==> src/hw/adc_ctrl_pkg.sv <==
// constants, field layouts and enumerations for the converter control block
// How it works
// results are 14-bit magnitudes in a 16-bit word, top two bits zero
// each word sits big-endian in a byte pair; cell one at 0x03/0x04
// offset correction saturates at zero and full scale, never wraps
// the front multiplexer offers six cells, two thermistors, one auxiliary
// aux source select 1 routes the brick voltage into the aux result
// aux reference select 1 picks the bandgap, else the regulator output
// brick measurement forces the bandgap and ignores aux reference select
// the cell-count field limits the scan to connected cells
// a thermistor enable bit adds that channel to the next sequence
// a thermistor excitation bit closes its ground switch
// the host should set excitation bits only while measuring
// thermistor conversions use the divided regulator as reference
// thermistor readings are clamped between 0 and 16383
// cell full scale 16383 corresponds to 6250 mV
// aux full scale with bandgap corresponds to 2500 mV
// brick full scale corresponds to about 33.333 V
// cell-count code 0 scans cell one, each step adds one, 5 is all six
// a start from pin or register bit steps through every enabled channel
// ready rises when the last result is stored, clears on pin rising edge
// both bytes of a result pair are written together
package adc_ctrl_pkg;

  localparam int CODE_W   = 14;
  localparam int RESULT_W = 16;
  localparam int CH_COUNT = 9;

  // channel indices in scan order
  localparam logic [3:0] CH_CELL1 = 4'h0;
  localparam logic [3:0] CH_TS1   = 4'h6;
  localparam logic [3:0] CH_TS2   = 4'h7;
  localparam logic [3:0] CH_AUX   = 4'h8;
  localparam logic [3:0] CH_NONE  = 4'h9;

  localparam logic [2:0]  CELL_COUNT_ALL = 3'h5;
  localparam logic [13:0] CODE_MAX       = 14'h3fff;

  // full-scale figures set by the analog gain ahead of the converter
  localparam int CELL_FS_MV  = 6250;
  localparam int AUX_FS_MV   = 2500;
  localparam int BRICK_FS_MV = 33333;

  // byte register map
  localparam logic [7:0] OFF_STATUS      = 8'h00;
  localparam logic [7:0] OFF_AUX_HI      = 8'h01;
  localparam logic [7:0] OFF_CELL1_HI    = 8'h03;
  localparam logic [7:0] OFF_CELL1_LO    = 8'h04;
  localparam logic [7:0] OFF_THERM1_HI   = 8'h0f;
  localparam logic [7:0] OFF_THERM1_LO   = 8'h10;
  localparam logic [7:0] OFF_RESULT_LAST = 8'h12;
  localparam logic [7:0] OFF_START_REQUEST_BIT_CTRL   = 8'h30;
  localparam logic [7:0] OFF_IO_CTRL     = 8'h31;
  localparam logic [7:0] OFF_START       = 8'h34;
  localparam logic [7:0] OFF_FUNC_CFG    = 8'h40;

  // field positions
  localparam int CC_CELL_LSB    = 0;
  localparam int CC_CELL_MSB    = 2;
  localparam int CC_TS1_BIT     = 4;
  localparam int CC_TS2_BIT     = 5;
  localparam int CC_AUX_BIT     = 6;
  localparam int IO_TS1_BIT     = 0;
  localparam int IO_TS2_BIT     = 1;
  localparam int FC_SRC_BIT     = 4;
  localparam int FC_REF_BIT     = 5;
  localparam int START_BIT      = 0;
  localparam int ST_READY_BIT   = 0;
  localparam int ST_BUSY_BIT    = 1;

  // reset values
  localparam logic [7:0] START_REQUEST_BIT_CTRL_RST = 8'h00;
  localparam logic [7:0] IO_CTRL_RST   = 8'h00;
  localparam logic [7:0] FUNC_CFG_RST  = 8'h00;

  typedef enum logic [3:0] {
    MUX_CELL1     = 4'b0000,
    MUX_CELL2     = 4'b0001,
    MUX_CELL3     = 4'b0010,
    MUX_CELL4     = 4'b0011,
    MUX_CELL5     = 4'b0100,
    MUX_CELL6     = 4'b0101,
    MUX_THERM1    = 4'b0110,
    MUX_THERM2    = 4'b0111,
    MUX_AUX_PINS  = 4'b1000,
    MUX_BRICK     = 4'b1001
  } mux_src_e;

  typedef enum logic [1:0] {
    REF_BANDGAP   = 2'b00,
    REF_REGULATOR = 2'b01,
    REF_REG_DIV   = 2'b10
  } ref_src_e;

  typedef enum logic [1:0] {
    SEQ_IDLE  = 2'b00,
    SEQ_ISSUE = 2'b01,
    SEQ_WAIT  = 2'b10
  } seq_state_e;

endpackage

==> src/hw/cell_monitor_adc_control.sv <==
// channel sequencing, reference selection and result registers
`timescale 1ns/1ps
`default_nettype none
module cell_monitor_adc_control #(
  parameter int TRIM_W = 8
) (
  input  wire logic                          clk,
  input  wire logic                          nrst,
  input  wire logic [7:0]                    reg_addr,
  input  wire logic                          reg_wr_en,
  input  wire logic [7:0]                    reg_wr_data,
  input  wire logic                          reg_rd_en,
  output logic      [7:0]                    reg_rd_data,
  input  wire logic                          host_start_pin,
  input  wire logic                          adc_done,
  input  wire logic [adc_ctrl_pkg::CODE_W-1:0] adc_code,
  input  wire logic signed [TRIM_W-1:0]      adc_trim,
  output adc_ctrl_pkg::mux_src_e             adc_mux_sel,
  output adc_ctrl_pkg::ref_src_e             adc_ref_sel,
  output logic                               adc_start,
  output logic      [1:0]                    therm_switch,
  output logic                               result_ready_out,
  output logic                               busy
);
  import adc_ctrl_pkg::*;

  // mask of channels the control register asks for, in scan order
  function automatic logic [CH_COUNT-1:0] enabled_mask(
    input logic [7:0] cc
  );
    logic [2:0] cnt;
    cnt = cc[CC_CELL_MSB:CC_CELL_LSB];
    // codes 6 and 7 have no meaning; treat them as all six cells
    if (cnt > CELL_COUNT_ALL) begin
      cnt = CELL_COUNT_ALL;
    end
    enabled_mask = '0;
    for (int i = 0; i < 6; i++) begin
      enabled_mask[i] = (3'(i) <= cnt);
    end
    enabled_mask[CH_TS1] = cc[CC_TS1_BIT];
    enabled_mask[CH_TS2] = cc[CC_TS2_BIT];
    enabled_mask[CH_AUX] = cc[CC_AUX_BIT];
    return enabled_mask;
  endfunction

  // lowest enabled channel at or above from; CH_NONE when none is left
  function automatic logic [3:0] next_enabled(
    input logic [CH_COUNT-1:0] mask,
    input logic [3:0]          from
  );
    next_enabled = CH_NONE;
    for (int i = CH_COUNT - 1; i >= 0; i--) begin
      if (mask[i] && 4'(i) >= from) begin
        next_enabled = 4'(i);
      end
    end
    return next_enabled;
  endfunction

  // multiplexer source for a channel; aux is split by the source bit
  function automatic mux_src_e mux_for(
    input logic [3:0] ch,
    input logic [7:0] fc
  );
    if (ch == CH_AUX) begin
      mux_for = fc[FC_SRC_BIT] ? MUX_BRICK : MUX_AUX_PINS;
    end else begin
      mux_for = mux_src_e'(ch);
    end
    return mux_for;
  endfunction

  // reference for a channel
  function automatic ref_src_e ref_for(
    input logic [3:0] ch,
    input logic [7:0] fc
  );
    if (ch == CH_TS1 || ch == CH_TS2) begin
      ref_for = REF_REG_DIV;
    end else if (ch == CH_AUX) begin
      // brick always on the bandgap, whatever the reference bit says
      ref_for = (fc[FC_SRC_BIT] || fc[FC_REF_BIT]) ?
                REF_BANDGAP : REF_REGULATOR;
    end else begin
      ref_for = REF_BANDGAP;
    end
    return ref_for;
  endfunction

  // control and status state
  seq_state_e    state_reg, state_next;
  logic [3:0]    ch_reg, ch_next;
  logic [7:0]    start_request_bit_ctrl_reg;
  logic [7:0]    io_ctrl_reg;
  logic [7:0]    func_cfg_reg;
  logic          start_bit_reg, start_bit_next;
  logic          pin_q_reg;
  logic          ready_reg, ready_next;
  logic          adc_start_reg, adc_start_next;
  mux_src_e      mux_reg, mux_next;
  ref_src_e      ref_reg, ref_next;
  logic [7:0]    rd_data_reg;
  logic          busy_reg, busy_next;
  logic [RESULT_W-1:0] result_mem [CH_COUNT];

  wire [RESULT_W-1:0] sat_word;
  wire [CH_COUNT-1:0] en_mask;
  wire [3:0]          first_ch;
  wire [3:0]          after_ch;
  wire                pin_rise;
  wire                start_req;
  wire                store_now;
  wire                seq_last;
  wire                wr_start_request_bit, wr_io, wr_cfg, wr_start;
  wire [7:0]          pair_off;
  wire [3:0]          pair_idx;
  wire [3:0]          rd_ch;
  wire                in_results;
  wire [RESULT_W-1:0] rd_word;
  wire [7:0]          status_byte;
  wire [7:0]          rd_byte;

  result_saturate #(
    .TRIM_W   (TRIM_W)
  ) u_sat (
    .clk      (clk),
    .nrst     (nrst),
    .raw_code (adc_code),
    .trim     (adc_trim),
    .word     (sat_word)
  );

  // register write decode
  assign wr_start_request_bit  = reg_wr_en && reg_addr == OFF_START_REQUEST_BIT_CTRL;
  assign wr_io    = reg_wr_en && reg_addr == OFF_IO_CTRL;
  assign wr_cfg   = reg_wr_en && reg_addr == OFF_FUNC_CFG;
  assign wr_start = reg_wr_en && reg_addr == OFF_START
                    && reg_wr_data[START_BIT];

  // start requests; the register bit only works while the pin rests low
  assign pin_rise  = host_start_pin && !pin_q_reg;
  assign start_req = state_reg == SEQ_IDLE &&
                     (pin_rise || (start_bit_reg && !host_start_pin));

  // channel walk over the enabled set
  assign en_mask   = enabled_mask(start_request_bit_ctrl_reg);
  assign first_ch  = next_enabled(en_mask, CH_CELL1);
  assign after_ch  = next_enabled(en_mask, ch_reg + 4'h1);
  assign store_now = state_reg == SEQ_WAIT && adc_done;
  assign seq_last  = store_now && after_ch == CH_NONE;

  // sequencer next state
  always_comb begin
    state_next     = state_reg;
    ch_next        = ch_reg;
    adc_start_next = 1'b0;
    mux_next       = mux_reg;
    ref_next       = ref_reg;
    unique case (state_reg)
      SEQ_IDLE: begin
        if (start_req && first_ch != CH_NONE) begin
          ch_next    = first_ch;
          state_next = SEQ_ISSUE;
        end
      end
      SEQ_ISSUE: begin
        mux_next       = mux_for(ch_reg, func_cfg_reg);
        ref_next       = ref_for(ch_reg, func_cfg_reg);
        adc_start_next = 1'b1;
        state_next     = SEQ_WAIT;
      end
      SEQ_WAIT: begin
        if (store_now) begin
          if (seq_last) begin
            state_next = SEQ_IDLE;
          end else begin
            ch_next    = after_ch;
            state_next = SEQ_ISSUE;
          end
        end
      end
      default: state_next = SEQ_IDLE;
    endcase
  end

  // busy kept in its own flop so the pin never carries decode glitches
  assign busy_next = state_next != SEQ_IDLE;

  // ready: the set wins over a pin edge landing in the same cycle
  // an empty enabled set still completes at once so the host sees ready
  assign ready_next = (seq_last || (start_req && first_ch == CH_NONE))
                      ? 1'b1 : (pin_rise ? 1'b0 : ready_reg);

  // start bit is write-one only, cleared by the block when a walk ends
  assign start_bit_next = wr_start ? 1'b1 :
                          (seq_last || (start_req && first_ch == CH_NONE))
                          ? 1'b0 : start_bit_reg;

  always_ff @(posedge clk or negedge nrst) begin
    if (!nrst) begin
      state_reg     <= SEQ_IDLE;
      ch_reg        <= CH_CELL1;
      adc_start_reg <= 1'b0;
      mux_reg       <= MUX_CELL1;
      ref_reg       <= REF_BANDGAP;
      ready_reg     <= 1'b0;
      start_bit_reg <= 1'b0;
      pin_q_reg     <= 1'b0;
      busy_reg      <= 1'b0;
    end else begin
      state_reg     <= state_next;
      ch_reg        <= ch_next;
      adc_start_reg <= adc_start_next;
      mux_reg       <= mux_next;
      ref_reg       <= ref_next;
      ready_reg     <= ready_next;
      start_bit_reg <= start_bit_next;
      pin_q_reg     <= host_start_pin;
      busy_reg      <= busy_next;
    end
  end

  // writable control registers
  always_ff @(posedge clk or negedge nrst) begin
    if (!nrst) begin
      start_request_bit_ctrl_reg <= START_REQUEST_BIT_CTRL_RST;
      io_ctrl_reg   <= IO_CTRL_RST;
      func_cfg_reg  <= FUNC_CFG_RST;
    end else begin
      if (wr_start_request_bit) start_request_bit_ctrl_reg <= reg_wr_data;
      if (wr_io)   io_ctrl_reg   <= reg_wr_data;
      if (wr_cfg)  func_cfg_reg  <= reg_wr_data;
    end
  end

  // whole word stored in one edge so a read never mixes two conversions
  always_ff @(posedge clk or negedge nrst) begin
    if (!nrst) begin
      for (int i = 0; i < CH_COUNT; i++) begin
        result_mem[i] <= '0;
      end
    end else if (store_now) begin
      result_mem[ch_reg] <= sat_word;
    end
  end

  // read decode: odd offsets hold the high byte of each pair
  assign in_results = reg_addr >= OFF_AUX_HI
                      && reg_addr <= OFF_RESULT_LAST;
  assign pair_off   = reg_addr - OFF_AUX_HI;
  assign pair_idx   = pair_off[4:1];
  assign rd_ch      = !in_results ? CH_CELL1 :
                      (pair_idx == 4'h0 ? CH_AUX : pair_idx - 4'h1);
  assign rd_word    = result_mem[rd_ch];
  assign status_byte = {6'h00, state_reg != SEQ_IDLE, ready_reg};
  assign rd_byte    = in_results ?
                        (pair_off[0] ? rd_word[7:0] : rd_word[15:8]) :
                      reg_addr == OFF_STATUS    ? status_byte :
                      reg_addr == OFF_START_REQUEST_BIT_CTRL ? start_request_bit_ctrl_reg :
                      reg_addr == OFF_IO_CTRL   ? io_ctrl_reg :
                      reg_addr == OFF_FUNC_CFG  ? func_cfg_reg :
                      reg_addr == OFF_START     ? {7'h00, start_bit_reg} :
                      8'h00;

  // read data holds until the next read strobe
  always_ff @(posedge clk or negedge nrst) begin
    if (!nrst) begin
      rd_data_reg <= 8'h00;
    end else if (reg_rd_en) begin
      rd_data_reg <= rd_byte;
    end
  end

  // every output comes from a flop
  assign reg_rd_data      = rd_data_reg;
  assign adc_mux_sel      = mux_reg;
  assign adc_ref_sel      = ref_reg;
  assign adc_start        = adc_start_reg;
  assign therm_switch     = {io_ctrl_reg[IO_TS2_BIT],
                             io_ctrl_reg[IO_TS1_BIT]};
  assign result_ready_out = ready_reg;
  assign busy             = busy_reg;

  // checks on the sequencer, references and register image
  wire [RESULT_W-1:0] cell1_word = result_mem[0];
  wire [2:0]          cell_lim   = (start_request_bit_ctrl_reg[2:0] > CELL_COUNT_ALL)
                                   ? CELL_COUNT_ALL : start_request_bit_ctrl_reg[2:0];

  ready_set_a: assert property (@(posedge clk) disable iff (!nrst)
    seq_last |=> result_ready_out)
    else $error("ready not raised after the last store");

  ready_clr_a: assert property (@(posedge clk) disable iff (!nrst)
    (pin_rise && !seq_last && !start_req) |=> !result_ready_out)
    else $error("ready not cleared by a start pin rising edge");

  brick_ref_a: assert property (@(posedge clk) disable iff (!nrst)
    (adc_start && adc_mux_sel == MUX_BRICK) |-> adc_ref_sel == REF_BANDGAP)
    else $error("brick conversion not on the bandgap");

  therm_ref_a: assert property (@(posedge clk) disable iff (!nrst)
    (adc_start && (adc_mux_sel == MUX_THERM1 || adc_mux_sel == MUX_THERM2))
      |-> adc_ref_sel == REF_REG_DIV)
    else $error("thermistor conversion not on the divided regulator");

  cell_limit_a: assert property (@(posedge clk) disable iff (!nrst)
    (adc_start && ch_reg < CH_TS1) |-> ch_reg[2:0] <= cell_lim)
    else $error("scan reached a cell beyond the cell count");

  cell_byte_a: assert property (@(posedge clk) disable iff (!nrst)
    (reg_rd_en && reg_addr == OFF_CELL1_LO)
      |=> reg_rd_data == $past(cell1_word[7:0]))
    else $error("cell one low byte not at its offset");

  top_zero_a: assert property (@(posedge clk) disable iff (!nrst)
    (reg_rd_en && reg_addr == OFF_CELL1_HI) |=> reg_rd_data[7:6] == 2'b00)
    else $error("result high byte has nonzero top bits");

  excite_a: assert property (@(posedge clk) disable iff (!nrst)
    wr_io |=> therm_switch == $past(reg_wr_data[1:0]))
    else $error("excitation switches do not follow the register");

  start_clr_a: assert property (@(posedge clk) disable iff (!nrst)
    (seq_last && !wr_start) |=> !start_bit_reg && !busy)
    else $error("start bit or busy left set after the sequence");

  full_seq_c: cover property (@(posedge clk) disable iff (!nrst)
    start_req ##[1:200] seq_last);

  brick_c: cover property (@(posedge clk) disable iff (!nrst)
    adc_start && adc_mux_sel == MUX_BRICK);

  therm_c: cover property (@(posedge clk) disable iff (!nrst)
    adc_start && adc_mux_sel == MUX_THERM2);

  aux_ratio_c: cover property (@(posedge clk) disable iff (!nrst)
    adc_start && adc_ref_sel == REF_REGULATOR);

  clamp_c: cover property (@(posedge clk) disable iff (!nrst)
    store_now && sat_word == '0);

  // cell one is always in the scan, so every walk opens on it
  first_cell_a: assert property (@(posedge clk) disable iff (!nrst)
    (start_req && first_ch != CH_NONE) |=> ch_reg == CH_CELL1)
    else $error("walk did not open on cell one");

  result_store_a: assert property (@(posedge clk) disable iff (!nrst)
    store_now |=> result_mem[$past(ch_reg)] == $past(sat_word))
    else $error("result word not stored whole at the done edge");

endmodule
`default_nettype wire

==> src/hw/result_saturate.sv <==
// offset correction of a raw converter code with clamping at both ends
`timescale 1ns/1ps
`default_nettype none
module result_saturate #(
  parameter int TRIM_W = 8
) (
  input  wire logic                              clk,
  input  wire logic                              nrst,
  input  wire logic [adc_ctrl_pkg::CODE_W-1:0]   raw_code,
  input  wire logic signed [TRIM_W-1:0]          trim,
  output logic      [adc_ctrl_pkg::RESULT_W-1:0] word
);
  import adc_ctrl_pkg::*;

  logic signed [RESULT_W:0] sum;
  wire                      below_zero;
  wire                      above_max;

  // one extra bit of headroom so the sum itself can never wrap
  assign sum = $signed({3'b000, raw_code}) + (RESULT_W+1)'(trim);
  assign below_zero = sum < 0;
  assign above_max  = sum > $signed({3'b000, CODE_MAX});

  // clamp rather than wrap, then pad the top two bits with zero
  assign word = below_zero ? '0 :
                above_max  ? {2'b00, CODE_MAX} :
                {2'b00, sum[CODE_W-1:0]};

  sat_low_a: assert property (@(posedge clk) disable iff (!nrst)
    (int'(raw_code) + int'(trim) < 0) |-> word == '0)
    else $error("negative corrected code did not clamp to zero");

  sat_high_a: assert property (@(posedge clk) disable iff (!nrst)
    ({3'b000, raw_code} + (RESULT_W+1)'(trim) > {3'b000, CODE_MAX}
      && trim > 0) |-> word == {2'b00, CODE_MAX})
    else $error("corrected code above full scale did not clamp");

endmodule
`default_nettype wire

==> config.mk <==
export PLATFORM = sky130hd
export DESIGN_NAME = cell_monitor_adc_control
export DESIGN_NICKNAME = d
export VERILOG_FILES = /design/src/hw/adc_ctrl_pkg.sv /design/src/hw/cell_monitor_adc_control.sv /design/src/hw/result_saturate.sv
export SDC_FILE = /design/constraint.sdc
export NUM_CORES = 1
export LEC_CHECK = 0
export BUFFER_PORTS_ARGS = -buffer_cell sky130_fd_sc_hd__buf_2
export CORE_ASPECT_RATIO = 0.75
export CORE_MARGIN = 4
export CORE_UTILIZATION = 60
export CTS_CLUSTER_DIAMETER = 50
export DETAILED_ROUTE_END_ITERATION = 16
export PLACE_DENSITY = 0.83
export SLEW_MARGIN = 20
export SYNTH_ARGS = -nofsm -noshare
export SYNTH_HDL_FRONTEND = slang
export SYNTH_SLANG_ARGS = --single-unit
==> constraint.sdc <==
create_clock -name clk -period 2.85 [get_ports clk]
set_input_delay 0.1425 -clock clk [delete_from_list [all_inputs] [get_ports clk]]
set_output_delay 0.1425 -clock clk [all_outputs]
set_load 0.01 [all_outputs]
==> flow_summary.json <==
{
  "timing.setup.critical_path_class": "in2reg",
  "final_antenna_net_count": 0,
  "cts.sink_count": 175,
  "cap_violations": 0,
  "antenna_cells": 0,
  "clk_latency_ns": 0.43,
  "end_kind": "flip-flop",
  "mappedNetlistNets": 1050,
  "wl_per_cell_um": 21.21,
  "fin_crit_ns": 2.844,
  "pin_count": 63,
  "drt_iter0_markers": 1309,
  "ys_top_cells_by_area": "dfrtp_1 47%, mux2_2 5.9%, nand2_1 5.7%, o21ai_0 4.3%, a21oi_1 3.5%",
  "grt_pass1_vias": 8381,
  "pre_cts_ws_ns": -0.4404,
  "seq_area_frac_synth": 0.4679,
  "start_util": 0.6128,
  "htree_levels": 4,
  "yosysWarnings": 0,
  "path_clk_slew_ns": 0.08,
  "top_register": "result_mem",
  "power_density_nw_per_um2": 628.6,
  "vias": 8829,
  "worst_setup_path_start_kind": "input pin",
  "irDropWorstVdd_mv": 0.4184,
  "setup_viol": 0,
  "cts_root_buf": "clkbuf_16",
  "critPathMaxStageDelay_ns": 0.37,
  "wl_um": 28720,
  "worstHoldPathType": "in2reg",
  "synthDominantCellAreaShare": 0.4679,
  "cpMaxStageDelayCell": "a211oi_4",
  "grtUsageTotal": 0.3221,
  "status": "finished clean",
  "port_buffers": 62,
  "period_share": 0.9980,
  "cpLargestDelayFamily": "compound AO/OA/AOI/OAI gates",
  "grt_max_degree": 79,
  "nets": 1205,
  "p_total_mw": 7.204,
  "cts_made_buffers": 17,
  "drtPass1Iterations": 6,
  "arrival_ns": 3.18,
  "rsz0062_at_grt": "yes",
  "path_common_cell": "buf_4",
  "dpl.cell_count": 1306,
  "largest_reg_flops": 112,
  "hpwl_um": 19070,
  "p_leak_nw": 5.321,
  "vias_per_cell": 6.521,
  "core_um2": 15270,
  "worst-slew-pin-transition_ns": 0.8146,
  "die_area_um2": 17680,
  "synth_cells": 981,
  "avgSynthCellArea_um2": 9.540,
  "synth_area_um2": 9359,
  "tritoncts": "done",
  "setup_slack_ns": 0.005722,
  "die_y_um": 116.2,
  "stdcell_count": 1354,
  "rows": 39,
  "slew_violations": 0,
  "cp.required_ns": 3.19,
  "fin_skew_ns": 0.01013,
  "clk_path_buf_depth": 2,
  "antenna_found_initial": 0,
  "setup_tns_ns": 0,
  "hold_viol": 0,
  "maxSlewHeadroom": 0.4564,
  "grt.overflow.total": 0,
  "drc": 0,
  "ys.flop_type": "dfrtp_1",
  "cp_num_buf_inv": 5,
  "drive_above_1_share": 0.2715,
  "routabilityCongestion": 0.9149,
  "grt_pass1_wl_um": 44790,
  "async_flop_share": 1.000,
  "path_max_fanout": 7,
  "fmax_mhz": 351.6,
  "yosysTopAreaCell": "dfrtp_1",
  "synth-seq-cells": 175,
  "fp.dieW_um": 152.2,
  "crit_chain": "buf_2 -> inv_1 -> ha_2 -> nor4b_2 -> a2111oi_4 -> buf_4 -> a211oi_4 -> buf_4 -> o21a_1 -> buf_4 -> nor2_1 -> nand2_1 -> o221ai_1 -> a211o_1 -> a41oi_1",
  "synth_cell_types": 74,
  "synth_edf_count": 0,
  "syn_to_final_growth_pct": 22.46
}
what timing repair did:
item	4_1_cts	5_1_grt
endpoints found under the hold margin	103	0
gates resized for setup	1	20
endpoints found under the setup margin	5	96
pin swaps	0	4
buffers inserted	0	4
hold buffers	12	0
final timing paths:
path | from | end | slack, ns | cells after the start
hold / removal | reg_rd_en | reg_rd_data[2] | 0.18 | 2
min in group asynchronous | nrst | result_mem[100] | 0.33 | 2
setup / recovery | reg_addr[0] | reg_rd_data[1] | 0.006 | 15
max in group asynchronous | nrst | result_mem[39] | 1.78 | 3
setup reg to reg | ch_reg[0] | ch_reg[2] | 0.12 | 10
hold reg to reg | adc_ref_sel[0] | adc_ref_sel[0] | 0.47 | 2
worst reg2reg max path: cells and delay by family, from the launching register on:
kind	cells	cell delay, ns
compound gates	5	0.96
simple gates	3	0.43
fa+ha+maj	1	0.34
mux	1	0.37
flops	1	0.53
metrics by stage:
stage          hold slack [ns]  area [um^2]    util
3_5_place_dp            0.2391        10620  0.6954
3_3_place_gp            0.2350        10620  0.6954
4_1_cts                 0.1224        11340  0.7426
6_report                0.1769        11460  0.7504
2_1_floorplan          -0.1531         9392       -
5_1_grt                 0.1807        11460  0.7504
metal layers:
layer | track usage | vias up | part of all wire
li1 | - | 3869 | -
met1 | 0.4411 | 4218 | 0.40
met2 | 0.4876 | 626 | 0.44
met3 | 0.1030 | 116 | 0.12
met4 | 0.1251 | 0 | 0.035
met5 | 0 | - | 0
cells in the mapped netlist, types with 4 or more instances:
cell type	count
nor3_1	28
buf_4	5
a211oi_1	10
o211ai_1	12
mux4_2	6
or2_2	5
o31ai_1	6
nand2b_1	9
a311oi_1	4
xor2_1	7
buf_2	10
clkbuf_1	40
o22ai_1	5
o21a_1	4
or3_1	5
o21ai_0	81
o21ai_1	45
ha_1	24
a221oi_1	5
mux2_2	49
dfrtp_1	175
nor2_1	78
nand2_1	141
xnor2_1	11
a21o_1	15
nor2b_1	6
mux2i_1	17
nand3_1	13
a21oi_1	65
inv_1	15
and2_1	5
nor3_2	5
a41oi_1	4
o221ai_1	9
placed cells by master (no fill, tap or decap), drive strengths merged, types with 4 or more instances in the layout:
cell	Yosys	routed
a211oi	13	13
a21o	15	15
a21oi	68	68
a221oi	5	5
a311oi	4	4
a41oi	4	4
and2	5	5
buf	17	181
clkbuf	40	19
clkinv	1	7
dfrtp	175	175
dlygate4sd3	0	12
ha	24	24
inv	15	21
mux2	49	49
mux2i	17	17
mux4	6	6
nand2	141	141
nand2b	9	9
nand3	13	13
nor2	78	78
nor2b	6	6
nor3	33	33
o211ai	12	12
o21a	4	4
o21ai	127	127
o21bai	4	4
o221ai	9	9
o22ai	5	5
o311ai	4	4
o31ai	6	6
or2	5	5
or3	6	6
xnor2	11	11
xor2	7	7
final cells by class:
cell class	instances	area, um^2
sequential	175	4379
clock inverter	13	142.6
inverter	16	60.06
clock buffer	19	452.9
timing repair buffer	193	1368
fill	965	3812
tap	205	256.5
multi-input combinational	733	4802
power breakdown:
group	switching, mW	internal (mW)
Clock	1.14	1.22
Combinational	1.04	0.732
Sequential	0.261	2.82
Total	2.44	4.76
cell families after synthesis:
| logic type | after synthesis | synth area share |
|---|---|---|
| muxes | 72 | 0.09158 |
| xor gates and xnor gates | 18 | 0.01684 |
| buffers and inverters | 73 | 0.03262 |
| adders and majority gates | 25 | 0.03422 |
| DFF | 175 | 0.4679 |
| AOI/OAI and AO/OA | 309 | 0.2086 |
| and+or+nand+nor | 309 | 0.1483 |
Power figures use the tool's default switching activity.
